`config.mk`:
```
export PLATFORM = sky130hd
export DESIGN_NAME = alarm_mute_and_dac_bias_regs
export DESIGN_NICKNAME = d
export VERILOG_FILES = /design/src/include/alarm_bias_pkg.sv /design/src/core/alarm_mute_and_dac_bias_regs.sv
export SDC_FILE = /design/constraint.sdc
export NUM_CORES = 1
export LEC_CHECK = 0
export BUFFER_PORTS_ARGS = -buffer_cell sky130_fd_sc_hd__buf_4
export CAP_MARGIN = 5
export CORE_MARGIN = 3
export CORE_UTILIZATION = 35
export DETAILED_ROUTE_END_ITERATION = 8
export PLACE_DENSITY = 0.51
export SYNTH_ARGS = -nofsm -noshare
export SYNTH_HDL_FRONTEND = slang
export SYNTH_SLANG_ARGS = --single-unit
```
`constraint.sdc`:
```
create_clock -name clock_i -period 2 [get_ports clock_i]
set_input_delay 0.1 -clock clock_i [delete_from_list [all_inputs] [get_ports clock_i]]
set_output_delay 0.1 -clock clock_i [all_outputs]
set_load 0.02 [all_outputs]
```
`src/include/alarm_bias_pkg.sv`:
```
// Register map, reset values and timing constants for the alarm, mute and bias register bank
package alarm_bias_pkg;
	localparam logic [11:0] OFS_ALARM_OUTPUT_MASK  = 12'h431;
	localparam logic [11:0] OFS_DAC_MUTE_SRC_MASK  = 12'h432;
	localparam logic [11:0] OFS_DAC_MUTE_RECOVERY  = 12'h433;
	localparam logic [11:0] OFS_FUSE_LOAD_STATUS   = 12'h600;
	localparam logic [11:0] OFS_FINE_BIAS_CHAN_A   = 12'h723;
	localparam logic [11:0] OFS_COARSE_BIAS_CHAN_A = 12'h724;
	localparam logic [11:0] OFS_FINE_BIAS_CHAN_B   = 12'h725;
	localparam logic [11:0] OFS_COARSE_BIAS_CHAN_B = 12'h726;
	// Alarm and mask bit positions
	localparam int BIT_LINK_LOSS    = 7;
	localparam int BIT_LINK_TIMEOUT = 6;
	localparam int BIT_LANE_CRC     = 5;
	localparam int BIT_REF_MISALIGN = 0;
	// Reset values
	localparam logic [7:0] RST_ALARM_OUTPUT_MASK = 8'h00;
	localparam logic [7:0] RST_DAC_MUTE_SRC_MASK = 8'h21;
	localparam logic [7:0] RST_DAC_MUTE_RECOVERY = 8'ha0;
	localparam logic [7:0] RST_COARSE_BIAS       = 8'h0f;
	localparam logic [5:0] RST_FINE_BIAS         = 6'h20;
	// Fuse auto-load bound: strictly fewer cycles than this
	localparam int FUSE_LOAD_BOUND_CYCLES = 523000;
	localparam int FUSE_LOAD_CYCLES       = FUSE_LOAD_BOUND_CYCLES - 1000;
	localparam int LINK_TIMER_W           = 16;
endpackage

```
`src/core/alarm_mute_and_dac_bias_regs.sv`:
```
// Alarm masking, DAC mute control, fuse status and DAC bias register bank
//
// Operation
// Mask bit 7 hides the link-loss alarm from the combined alarm output.
// Mask bit 6 hides the link-timeout alarm from the combined alarm output.
// Mask bit 5 hides the lane CRC alarm from the combined alarm output.
// Mask bit 0 hides the reference misalignment alarm from the alarm output.
// CRC alarm mutes DACs unless mute-mask bit 5 set; bit resets to 1.
// Misalignment alarm mutes DACs unless mute-mask bit 0 set; resets to 1.
// Link-loss mute holds until alarm cleared, or auto-unmutes on recovery if bit 7.
// CRC recovery bit matters only while CRC muting is enabled.
// CRC recovery 0 waits for alarm clear; 1 unmutes when live fault drops.
// Status bit 0 reads 1 only once fuse load finished, else 0.
// Fuse auto-load completes in fewer than 523,000 clocks after reset.
// Host touches no fuse-backed register before fuse-done reads 1.
// Six-bit fine bias for channel A in bits 5-0, trimmed reset value.
// Six-bit fine bias for channel B in bits 5-0; bits 7-6 read zero.
// Four-bit coarse bias for channel A in bits 3-0, resets to ones.
// Four-bit coarse bias for channel B in bits 3-0, resets to ones.
// Coarse registers hold a sleep coarse value in bits 7-4 per channel.
// Link-loss alarm sets on link-up falling while link enabled; write 1 clears.
// Link-timeout alarm sets when enabled link stays down beyond the timer.
// Combined alarm output is OR of unmasked alarm status bits.
`timescale 1ns/1ps
`default_nettype none
module alarm_mute_and_dac_bias_regs #(
	parameter int FUSE_CYCLES = alarm_bias_pkg::FUSE_LOAD_CYCLES,
	parameter logic [5:0] FINE_TRIM_A = alarm_bias_pkg::RST_FINE_BIAS,
	parameter logic [5:0] FINE_TRIM_B = alarm_bias_pkg::RST_FINE_BIAS
) (
	input  wire logic                                     clock_i,
	input  wire logic                                     arst_n_i,
	input  wire logic                                     reg_wr_i,
	input  wire logic                                     reg_rd_i,
	input  wire logic [11:0]                              reg_addr_i,
	input  wire logic [7:0]                               reg_wdata_i,
	output logic      [7:0]                               reg_rdata_o,
	input  wire logic                                     serial_link_enable_i,
	input  wire logic                                     link_up_i,
	input  wire logic [alarm_bias_pkg::LINK_TIMER_W-1:0]  link_down_timer_i,
	input  wire logic                                     crc_fault_i,
	input  wire logic                                     ref_misalign_i,
	input  wire logic                                     alarm_clear_i,
	input  wire logic [7:0]                               alarm_clear_bits_i,
	input  wire logic                                     sleep_a_i,
	input  wire logic                                     sleep_b_i,
	output logic      [7:0]                               alarm_status_o,
	output logic                                          alarm_o,
	output logic                                          dac_mute_o,
	output logic                                          fuse_done_o,
	output logic      [5:0]                               fine_bias_a_o,
	output logic      [5:0]                               fine_bias_b_o,
	output logic      [3:0]                               coarse_bias_a_o,
	output logic      [3:0]                               coarse_bias_b_o
);
	import alarm_bias_pkg::*;

	typedef enum logic [1:0] {
		FUSE_LOADING = 2'b01,
		FUSE_IDLE    = 2'b10
	} fuse_state_t;

	logic [7:0]  out_mask_q;
	logic [7:0]  mute_src_q;
	logic [7:0]  recovery_q;
	logic [5:0]  fine_a_q;
	logic [5:0]  fine_b_q;
	logic [7:0]  coarse_a_q;
	logic [7:0]  coarse_b_q;
	logic [7:0]  alarm_q;
	logic        link_up_q;
	logic [LINK_TIMER_W-1:0] down_cnt_q;
	logic        link_mute_q;
	logic        crc_mute_q;
	fuse_state_t fuse_state_q;
	logic [19:0] fuse_cnt_q;
	logic [7:0]  alarm_set;
	logic [7:0]  clear_bits;
	logic        timer_hit;

	// Register write strobe for one address
	function automatic logic wr_hit(input logic [11:0] a, input logic [11:0] ofs);
		return a == ofs;
	endfunction

	////////////////////////////////////////////////////////////////////////////////
	// Fuse auto-load sequencer; load length is bounded below the limit
	always_ff @(posedge clock_i or negedge arst_n_i) begin
		if (!arst_n_i) begin
			fuse_state_q <= FUSE_LOADING;
			fuse_cnt_q   <= 20'h00000;
		end else begin
			case (fuse_state_q)
				FUSE_LOADING: begin
					fuse_cnt_q <= fuse_cnt_q + 20'h00001;
					if (fuse_cnt_q == 20'(FUSE_CYCLES - 1)) begin
						fuse_state_q <= FUSE_IDLE;
					end
				end
				FUSE_IDLE: fuse_state_q <= FUSE_IDLE;
				default:   fuse_state_q <= FUSE_LOADING;
			endcase
		end
	end

	// Done flag follows the sequencer idle state
	always_ff @(posedge clock_i or negedge arst_n_i) begin
		if (!arst_n_i) begin
			fuse_done_o <= 1'b0;
		end else begin
			fuse_done_o <= (fuse_state_q == FUSE_IDLE);
		end
	end

	////////////////////////////////////////////////////////////////////////////////
	// Control registers; fine trims load while fuses stream, so writes are dropped until loading ends
	always_ff @(posedge clock_i or negedge arst_n_i) begin
		if (!arst_n_i) begin
			out_mask_q  <= RST_ALARM_OUTPUT_MASK;
			mute_src_q  <= RST_DAC_MUTE_SRC_MASK;
			recovery_q  <= RST_DAC_MUTE_RECOVERY;
			fine_a_q    <= 6'h00;
			fine_b_q    <= 6'h00;
			coarse_a_q  <= RST_COARSE_BIAS;
			coarse_b_q  <= RST_COARSE_BIAS;
		end else if (fuse_state_q == FUSE_LOADING) begin
			fine_a_q <= FINE_TRIM_A;
			fine_b_q <= FINE_TRIM_B;
		end else if (reg_wr_i) begin
			// Fuse-backed writes are only honoured once loading is over
			if (wr_hit(reg_addr_i, OFS_ALARM_OUTPUT_MASK))  out_mask_q  <= reg_wdata_i;
			if (wr_hit(reg_addr_i, OFS_DAC_MUTE_SRC_MASK))  mute_src_q  <= reg_wdata_i;
			if (wr_hit(reg_addr_i, OFS_DAC_MUTE_RECOVERY))  recovery_q  <= reg_wdata_i;
			if (wr_hit(reg_addr_i, OFS_FINE_BIAS_CHAN_A))   fine_a_q    <= reg_wdata_i[5:0];
			if (wr_hit(reg_addr_i, OFS_FINE_BIAS_CHAN_B))   fine_b_q    <= reg_wdata_i[5:0];
			if (wr_hit(reg_addr_i, OFS_COARSE_BIAS_CHAN_A)) coarse_a_q  <= reg_wdata_i;
			if (wr_hit(reg_addr_i, OFS_COARSE_BIAS_CHAN_B)) coarse_b_q  <= reg_wdata_i;
		end
	end

	////////////////////////////////////////////////////////////////////////////////
	// Link-down timer; counts only while enabled link is down
	assign timer_hit = serial_link_enable_i && !link_up_i && (down_cnt_q >= link_down_timer_i);
	always_ff @(posedge clock_i or negedge arst_n_i) begin
		if (!arst_n_i) begin
			link_up_q  <= 1'b0;
			down_cnt_q <= '0;
		end else begin
			link_up_q <= link_up_i;
			if (!serial_link_enable_i || link_up_i) begin
				down_cnt_q <= '0;
			end else if (!timer_hit) begin
				down_cnt_q <= down_cnt_q + 1'b1;
			end
		end
	end

	// Alarm event sources
	always_comb begin
		alarm_set = 8'h00;
		alarm_set[BIT_LINK_LOSS]    = serial_link_enable_i && link_up_q && !link_up_i;
		alarm_set[BIT_LINK_TIMEOUT] = timer_hit;
		alarm_set[BIT_LANE_CRC]     = crc_fault_i;
		alarm_set[BIT_REF_MISALIGN] = ref_misalign_i;
		clear_bits = alarm_clear_i ? alarm_clear_bits_i : 8'h00;
	end

	// Sticky alarms: a set in the clearing cycle wins
	always_ff @(posedge clock_i or negedge arst_n_i) begin
		if (!arst_n_i) begin
			alarm_q <= 8'h00;
		end else begin
			alarm_q <= (alarm_q & ~clear_bits) | alarm_set;
		end
	end

	// Combined alarm output from unmasked status bits
	always_ff @(posedge clock_i or negedge arst_n_i) begin
		if (!arst_n_i) begin
			alarm_o        <= 1'b0;
			alarm_status_o <= 8'h00;
		end else begin
			alarm_status_o <= alarm_q;
			alarm_o <= (alarm_q[BIT_LINK_LOSS]    && !out_mask_q[BIT_LINK_LOSS])
			        || (alarm_q[BIT_LINK_TIMEOUT] && !out_mask_q[BIT_LINK_TIMEOUT])
			        || (alarm_q[BIT_LANE_CRC]     && !out_mask_q[BIT_LANE_CRC])
			        || (alarm_q[BIT_REF_MISALIGN] && !out_mask_q[BIT_REF_MISALIGN]);
		end
	end

	////////////////////////////////////////////////////////////////////////////////
	// Mute holders: link loss always mutes; CRC muting only when enabled
	always_ff @(posedge clock_i or negedge arst_n_i) begin
		if (!arst_n_i) begin
			link_mute_q <= 1'b0;
			crc_mute_q  <= 1'b0;
		end else begin
			if (alarm_set[BIT_LINK_LOSS]) begin
				link_mute_q <= 1'b1;
			end else if (recovery_q[BIT_LINK_LOSS]) begin
				link_mute_q <= link_mute_q && !link_up_i;
			end else begin
				link_mute_q <= link_mute_q && alarm_q[BIT_LINK_LOSS];
			end
			if (mute_src_q[BIT_LANE_CRC]) begin
				crc_mute_q <= 1'b0;
			end else if (crc_fault_i) begin
				crc_mute_q <= 1'b1;
			end else if (recovery_q[BIT_LANE_CRC]) begin
				crc_mute_q <= 1'b0;
			end else begin
				crc_mute_q <= crc_mute_q && alarm_q[BIT_LANE_CRC];
			end
		end
	end

	// DAC mute output
	always_ff @(posedge clock_i or negedge arst_n_i) begin
		if (!arst_n_i) begin
			dac_mute_o <= 1'b0;
		end else begin
			dac_mute_o <= link_mute_q || crc_mute_q
			           || (alarm_q[BIT_REF_MISALIGN] && !mute_src_q[BIT_REF_MISALIGN]);
		end
	end

	////////////////////////////////////////////////////////////////////////////////
	// Bias outputs; sleep swaps in the sleep coarse value
	always_ff @(posedge clock_i or negedge arst_n_i) begin
		if (!arst_n_i) begin
			fine_bias_a_o   <= 6'h00;
			fine_bias_b_o   <= 6'h00;
			coarse_bias_a_o <= RST_COARSE_BIAS[3:0];
			coarse_bias_b_o <= RST_COARSE_BIAS[3:0];
		end else begin
			fine_bias_a_o   <= fine_a_q;
			fine_bias_b_o   <= fine_b_q;
			coarse_bias_a_o <= sleep_a_i ? coarse_a_q[7:4] : coarse_a_q[3:0];
			coarse_bias_b_o <= sleep_b_i ? coarse_b_q[7:4] : coarse_b_q[3:0];
		end
	end

	// Read data, registered; unmapped addresses read zero
	always_ff @(posedge clock_i or negedge arst_n_i) begin
		if (!arst_n_i) begin
			reg_rdata_o <= 8'h00;
		end else if (reg_rd_i) begin
			case (reg_addr_i)
				OFS_ALARM_OUTPUT_MASK:  reg_rdata_o <= out_mask_q;
				OFS_DAC_MUTE_SRC_MASK:  reg_rdata_o <= mute_src_q;
				OFS_DAC_MUTE_RECOVERY:  reg_rdata_o <= recovery_q;
				OFS_FUSE_LOAD_STATUS:   reg_rdata_o <= {7'h00, fuse_done_o};
				OFS_FINE_BIAS_CHAN_A:   reg_rdata_o <= {2'h0, fine_a_q};
				OFS_FINE_BIAS_CHAN_B:   reg_rdata_o <= {2'h0, fine_b_q};
				OFS_COARSE_BIAS_CHAN_A: reg_rdata_o <= coarse_a_q;
				OFS_COARSE_BIAS_CHAN_B: reg_rdata_o <= coarse_b_q;
				default:                reg_rdata_o <= 8'h00;
			endcase
		end
	end

	////////////////////////////////////////////////////////////////////////////////
	// Checks
	fuse_bound_a: assert property (@(posedge clock_i) disable iff (!arst_n_i)
		!fuse_done_o |=> (fuse_cnt_q < 20'(FUSE_LOAD_BOUND_CYCLES)))
		else $error("fuse load exceeded bound");
	fuse_status_a: assert property (@(posedge clock_i) disable iff (!arst_n_i)
		fuse_done_o |-> fuse_state_q == FUSE_IDLE)
		else $error("fuse done before idle");
	loss_mask_a: assert property (@(posedge clock_i) disable iff (!arst_n_i)
		(out_mask_q == 8'h80 && !alarm_q[6] && !alarm_q[5] && !alarm_q[0]) |=> !alarm_o)
		else $error("masked link loss reached alarm");
	timeout_mask_a: assert property (@(posedge clock_i) disable iff (!arst_n_i)
		(alarm_q[6] && !out_mask_q[6]) |=> alarm_o)
		else $error("link timeout alarm not output");
	crc_alarm_a: assert property (@(posedge clock_i) disable iff (!arst_n_i)
		(alarm_q[5] && !out_mask_q[5]) |=> alarm_o)
		else $error("crc alarm not output");
	ref_alarm_a: assert property (@(posedge clock_i) disable iff (!arst_n_i)
		(alarm_q[0] && !out_mask_q[0]) |=> alarm_o)
		else $error("misalign alarm not output");
	ref_mute_a: assert property (@(posedge clock_i) disable iff (!arst_n_i)
		(alarm_q[0] && !mute_src_q[0]) |=> dac_mute_o)
		else $error("misalign did not mute");
	crc_mute_a: assert property (@(posedge clock_i) disable iff (!arst_n_i)
		(crc_fault_i && !mute_src_q[5]) |=> ##1 dac_mute_o)
		else $error("crc fault did not mute");
	// Recovery modes and alarm clearing; manual link-loss mode must not let go early
	link_hold_a: assert property (@(posedge clock_i) disable iff (!arst_n_i)
		(link_mute_q && !recovery_q[BIT_LINK_LOSS] && alarm_q[BIT_LINK_LOSS]) |=> link_mute_q)
		else $error("manual link mute released early");
	mute_gate_a: assert property (@(posedge clock_i) disable iff (!arst_n_i)
		mute_src_q[BIT_LANE_CRC] |=> !crc_mute_q)
		else $error("disabled crc source still mutes");
	crc_release_a: assert property (@(posedge clock_i) disable iff (!arst_n_i)
		(!mute_src_q[BIT_LANE_CRC] && recovery_q[BIT_LANE_CRC] && !crc_fault_i) |=> !crc_mute_q)
		else $error("crc auto unmute missed");
	loss_clear_a: assert property (@(posedge clock_i) disable iff (!arst_n_i)
		(clear_bits[BIT_LINK_LOSS] && !alarm_set[BIT_LINK_LOSS]) |=> !alarm_q[BIT_LINK_LOSS])
		else $error("link loss alarm not cleared");
	loss_set_a: assert property (@(posedge clock_i) disable iff (!arst_n_i)
		(serial_link_enable_i && $fell(link_up_i) && link_up_q) |=> alarm_q[7])
		else $error("link loss alarm not set");
endmodule
`default_nettype wire

```
* Yosys cells after proc, flatten, opt, wreduce, memory -nomap -nowiden
Cells that the tools add are included.
** Storage, ports and cells
- Flip-flop bits (word level) :: 140
- Latch bits :: 0
- Bits in writable memories :: 0
- Memory bits (read-only) :: 0
- Input bits :: 55
- Output and inout bits :: 39
- Logic and storage cells :: 97
- Memories :: 0
** Operators by class
- Add/subtract/negate cells :: 2
- Multiply operators :: 0
- Divide/modulo/power cells :: 0
- $lt $le $gt $ge :: 1
- Eq/ne operators :: 13
- Shift-type cells :: 0
- Mux-type cells :: 19
- Bitwise gates (word level) :: 4
- Reductions and logical operators :: 35
** Operator list (number)
- == test 12 x 11 -> 1 bit, second input constant :: 8
- case mux 8 bit (8 select lines) :: 1
- 2-to-1 mux 6 bit :: 6
- 2-to-1 mux 16 bit :: 2
- adder 20 x 1 -> 20 bit, second input constant :: 1
- == test 20 x 19 -> 1 bit, second input constant :: 1
- adder 16 x 1 -> 16 bit, second input constant :: 1
- >= comparator 16 bit :: 1
- AND reduction 3 bit :: 5
- logical AND 1 bit :: 12
- AND 8 bit :: 1
- 2-to-1 mux 4 bit :: 2
- 2-to-1 mux 8 bit :: 1
- inverter 8 bit :: 1
- bitwise OR 8 bit :: 1
- zero test 1 bit :: 7
- logical OR 1 bit :: 6
- nonzero test 2 bit :: 3
- 2-to-1 mux 1 bit :: 5
- case mux 2 bit (2 select lines) :: 1
- AND reduction 2 bit :: 2
- == test 2 x 1 -> 1 bit, second input constant :: 1
- == test 2 bit, second input constant :: 1
- 2-to-1 mux 2 bit :: 1
- 3 further kinds :: 3

* Depth between registers and ports, before layout
- Depth after elaboration :: 5
- Gate-level depth with buffers :: 9

* Worst setup path after synthesis
Ideal clock, no wire load.
- Path kind :: register to register
- Start point :: register down_cnt_q[2]
- End point :: register down_cnt_q[9]
- Data arrival time :: 2.079 ns
- Data required time :: 1.922 ns
- Setup slack :: -0.157 ns
- Cell stages (with the launch flop) :: 8
- Buffers on the path :: 0
- Cell sequence :: dfrtp_1 ha_1 a211oi_1 o21ai_0 a21oi_1 o211ai_1 or4_1 a21oi_1
** Between the ends
- Word-level cells in the longest chain between the ends :: 3
** Ends and longest elaborated chain
- start, declared :: RTL line alarm_mute_and_dac_bias_regs.sv:72 : logic [LINK_TIMER_W-1:0] down_cnt_q;
- start signal, assigned :: RTL line alarm_mute_and_dac_bias_regs.sv:153 : down_cnt_q <= down_cnt_q + 1'b1;
- adder 16 x 1 -> 16 bit / >= comparator 16 bit (equally long branches) :: RTL line alarm_mute_and_dac_bias_regs.sv:153, alarm_mute_and_dac_bias_regs.sv:143
- 2-to-1 mux 16 bit / logical AND 1 bit (equally long branches) :: RTL line alarm_mute_and_dac_bias_regs.sv:152, alarm_mute_and_dac_bias_regs.sv:143
- 2-to-1 mux 16 bit / inequality test 2 x 1 -> 1 bit (equally long branches)
Several ways; a longest one is shown, not always the timed one. The select of a mux whose other input is x is not followed.
A chain may end at the register's enable or synchronous reset.

* Final worst setup path
- Start point :: register down_cnt_q[13]
- End point :: register down_cnt_q[15]
The elaborated chain is that of the path after synthesis.

==> impl_metrics.py <==
metrics = {
    "outcome": {
        "outcome": "complete, but fails checks",
        "violations": "negative setup slack",
    },
    "detailed_routing": {
        "wl_um": 16700,
        "dr.pass1.iters": 9,
        "first_iter_violations": 268,
        "avgViaCountPerCell": 5.12,
        "wl_per_cell_um": 17.1,
        "drc_errors": 0,
        "antenna_left": 0,
        "num_vias": 5003,
    },
    "global_route": {
        "grt_pass1_wl_um": 27000,
        "grt_max_degree": 63,
        "top_usage_layer": "met2",
        "grt.total_usage": 0.172,
        "grt_use_met2": 0.265,
        "antenna_found_initial": 0,
        "grt_pass1_vias": 5273,
        "use_met1": 0.243,
        "grt_remaining_overflow": 0,
        "met3_usage": 0.0438,
    },
    "timing": {
        "setup_violations": 12,
        "finClkSkew_ns": 0.00804,
        "clock.fmax_mhz": 467,
        "rsz0062_at_grt": "yes",
        "tns_ns": -0.917,
        "period_share": 1.07,
        "fin_ws_ns": -0.141,
        "tightestPinTransition_ns": 0.606,
        "period_minus_slack_ns": 2.14,
        "hold_violations": 0,
        "slew_viol_final": 0,
        "maxSlewHeadroom": 0.596,
    },
    "worst_hold_path": {
        "holdPathEnd": "fine_b_q[4]$_DFFE_PN0P_",
        "hold_depth": 3,
        "hold_class": "in2reg",
        "min_from": "reg_wdata_i[4]",
    },
    "synthesis": {
        "yosysWarnings": 0,
        "synth_nets": 635,
        "synth_area_per_cell_um2": 11.4,
        "async_reset_ff_frac": 1.00,
        "yosysTopAreaCellShare": 0.466,
        "ys_types": 52,
        "synth_area_leaders": "dfrtp_1, mux2_2, dfstp_2",
        "ys.flop_type": "dfrtp_1",
        "synth_top_area_cell": "dfrtp_1",
        "ys_seq_area_frac": 0.552,
        "synthCells": 560,
        "synth-edff-count": 0,
        "ys_ff_latch": 140,
        "synth_area_um2": 6390,
    },
    "critical_path": {
        "worst_setup_path_end_kind": "flip-flop",
        "reg2reg_depth": 7,
        "max_stage_delay_ns": 0.53,
        "worstPathMaxFanout": 3,
        "rr_endpoint": "down_cnt_q[15]$_DFFE_PN0P_",
        "crit_type": "reg2reg",
        "cp_slowest_cell": "or4_1",
        "cp.required_ns": 2.34,
        "path_cells": "ha_4 -> a211o_1 -> o211ai_1 -> and3_1 -> nand4_1 -> or4_1 -> a21oi_1",
        "r2r_start": "down_cnt_q[13]$_DFFE_PN0P_",
        "reg2reg_slack_ns": -0.14,
        "critPathLaunch": "down_cnt_q[13]$_DFFE_PN0P_",
        "startpoint_type": "flip-flop",
        "arrival_ns": 2.48,
    },
    "clock_network": {
        "cts_max_level": 4,
        "cts.path.max_buffers": 2,
        "cts_tree": "done",
        "clk_latency_ns": 0.42,
        "cts_root_buffer": "clkbuf_16",
        "numCtsBuffers": 17,
        "clk_pin_slew_ns": 0.06,
        "cts_sinks": 140,
    },
    "floorplanning": {
        "core_um2": 17600,
        "die_h_um": 141,
        "start_util": 0.363,
        "io_pins": 94,
        "die_area_um2": 19900,
        "die_w_um": 141,
        "fp-row-count": 48,
    },
    "job": {
        "maxCapViolCount": 0,
    },
    "layout": {
        "drive_gt1_frac": 0.385,
        "area_growth_pct": 36.6,
        "regArea_um2": 3530,
        "n_fill_cell": 1582,
        "final_cell_area_um2": 8740,
        "layout.nets": 817,
        "diodes": 0,
        "multi_input_area_um2": 2800,
    },
    "power_and_ir_drop": {
        "peakVddDrop_uv": 559,
        "leakagePower_nw": 3.99,
        "powerDensity_nw_per_um2": 708,
    },
    "placed_design": {
        "placed_area_um2": 7760,
        "gp_congestion": 0.891,
        "place_ws_ns": -0.193,
        "io_buffers": 93,
        "dp_hpwl_um": 11900,
    },
}
==> Yosys cell counts (all sizes together) (9+ instances only) <==
cell type  instances
a21oi             33
a22oi             14
clkbuf            11
dfrtp            119
dfstp             21
ha                20
inv               34
mux2              54
mux2i              9
nand2             42
nand3             20
nand4             10
nor2              22
nor3              14
o21ai             18
o22ai             11
or3                9
xnor2             16
==> flip-flops by register name, summed over array words and instances, names as in the netlist, 8 cells and up <==
name / flops
alarm_status_o: 8
coarse_a_q: 8
reg_rdata_o: 8
down_cnt_q: 16
alarm_q: 8
coarse_b_q: 8
out_mask_q: 8
recovery_q: 8
fuse_cnt_q: 20
mute_src_q: 8
==> report_power, final <==
group / switching [mW] / total, mW / internal [mW]
clock network: 1.13 / 2.95 / 1.82
logic: 0.205 / 0.371 / 0.166
registers: 0.0106 / 2.86 / 2.85
total: 1.34 / 6.19 / 4.84
==> repair_timing <==
action | CTS | global route
hold buffers | 23 | 0
hold endpoints to repair | 86 | 0
setup buffers | 1 | 7
setup endpoints to repair | 15 | 24
gates resized for setup | 7 | 18
pin swaps | 11 | 18
==> cell usage in the layout, fill, tap and decap left out, drive strengths merged, types with 16 or more instances in the layout <==
master and count:
dfstp 21, dfrtp 119, nor2 22, mux2 54, nand3 20, nand2 42, a21oi 33, buf 156
clkbuf 24, dlygate4sd3 23, inv 34, xnor2 16, ha 20, o21ai 18
==> critical path: cells and delay by family, from the launching register on <==
family / cells / cell delay [ns]
adder cells (fa/ha/maj): 1 / 0.22
AO/OA/AOI/OAI: 3 / 0.52
AND/OR/NAND/NOR: 3 / 0.93
flip-flops: 1 / 0.41
==> stage by stage <==
step	total power, mW	hold slack, ns	utilization	cells
after floorplan	3.02	-0.196	-	560
after global placement	3.25	0.125	0.441	917
after detailed placement	3.25	0.130	0.441	917
after CTS	6.28	0.00196	0.489	971
after global routing	6.44	0.00449	0.497	978
final	6.19	0.0259	0.497	978
==> layer usage <==
layer | vias up | share of wire
met4 | 0 | 0.0065
li1 | 2390 | -
met5 | - | 0
met3 | 9 | 0.053
met2 | 122 | 0.48
met1 | 2482 | 0.46
==> area by class of cell <==
class                   instances  area share
flip-flops and latches        140       0.404
multi-input cells             370       0.321
repair buffers                179       0.165
clock buffers                  24      0.0563
well taps                     225      0.0322
inverters                      34      0.0146
clock inverters                 6     0.00716
==> worst max path at each step <==
stage / cells past startpoint / slack (ns) / to
after global routing: 9 / -0.28 / down_cnt_q[15]$_DFFE_PN0P_
after CTS: 7 / -0.14 / down_cnt_q[15]$_DFFE_PN0P_
final: 7 / -0.14 / down_cnt_q[15]$_DFFE_PN0P_
after detailed placement: 6 / -0.19 / coarse_b_q[4]$_DFFE_PN0P_
after floorplan: 7 / -0.06 / down_cnt_q[8]$_DFFE_PN0P_
after global placement: 6 / -0.16 / coarse_b_q[4]$_DFFE_PN0P_
==> kinds of logic after synthesis <==
| kind of cell | count (synthesis) | share of synthesized area |
|---|---|---|
| muxes | 63 | 0.109 |
| buffers and inverters | 50 | 0.0305 |
| and+or+nand+nor | 159 | 0.135 |
| adders and majority gates | 20 | 0.0391 |
| xor gates and xnor gates | 20 | 0.0274 |
| AOI/OAI and AO/OA | 108 | 0.107 |
| DFF | 140 | 0.552 |
No activity file was read; power rests on OpenSTA's default activity.
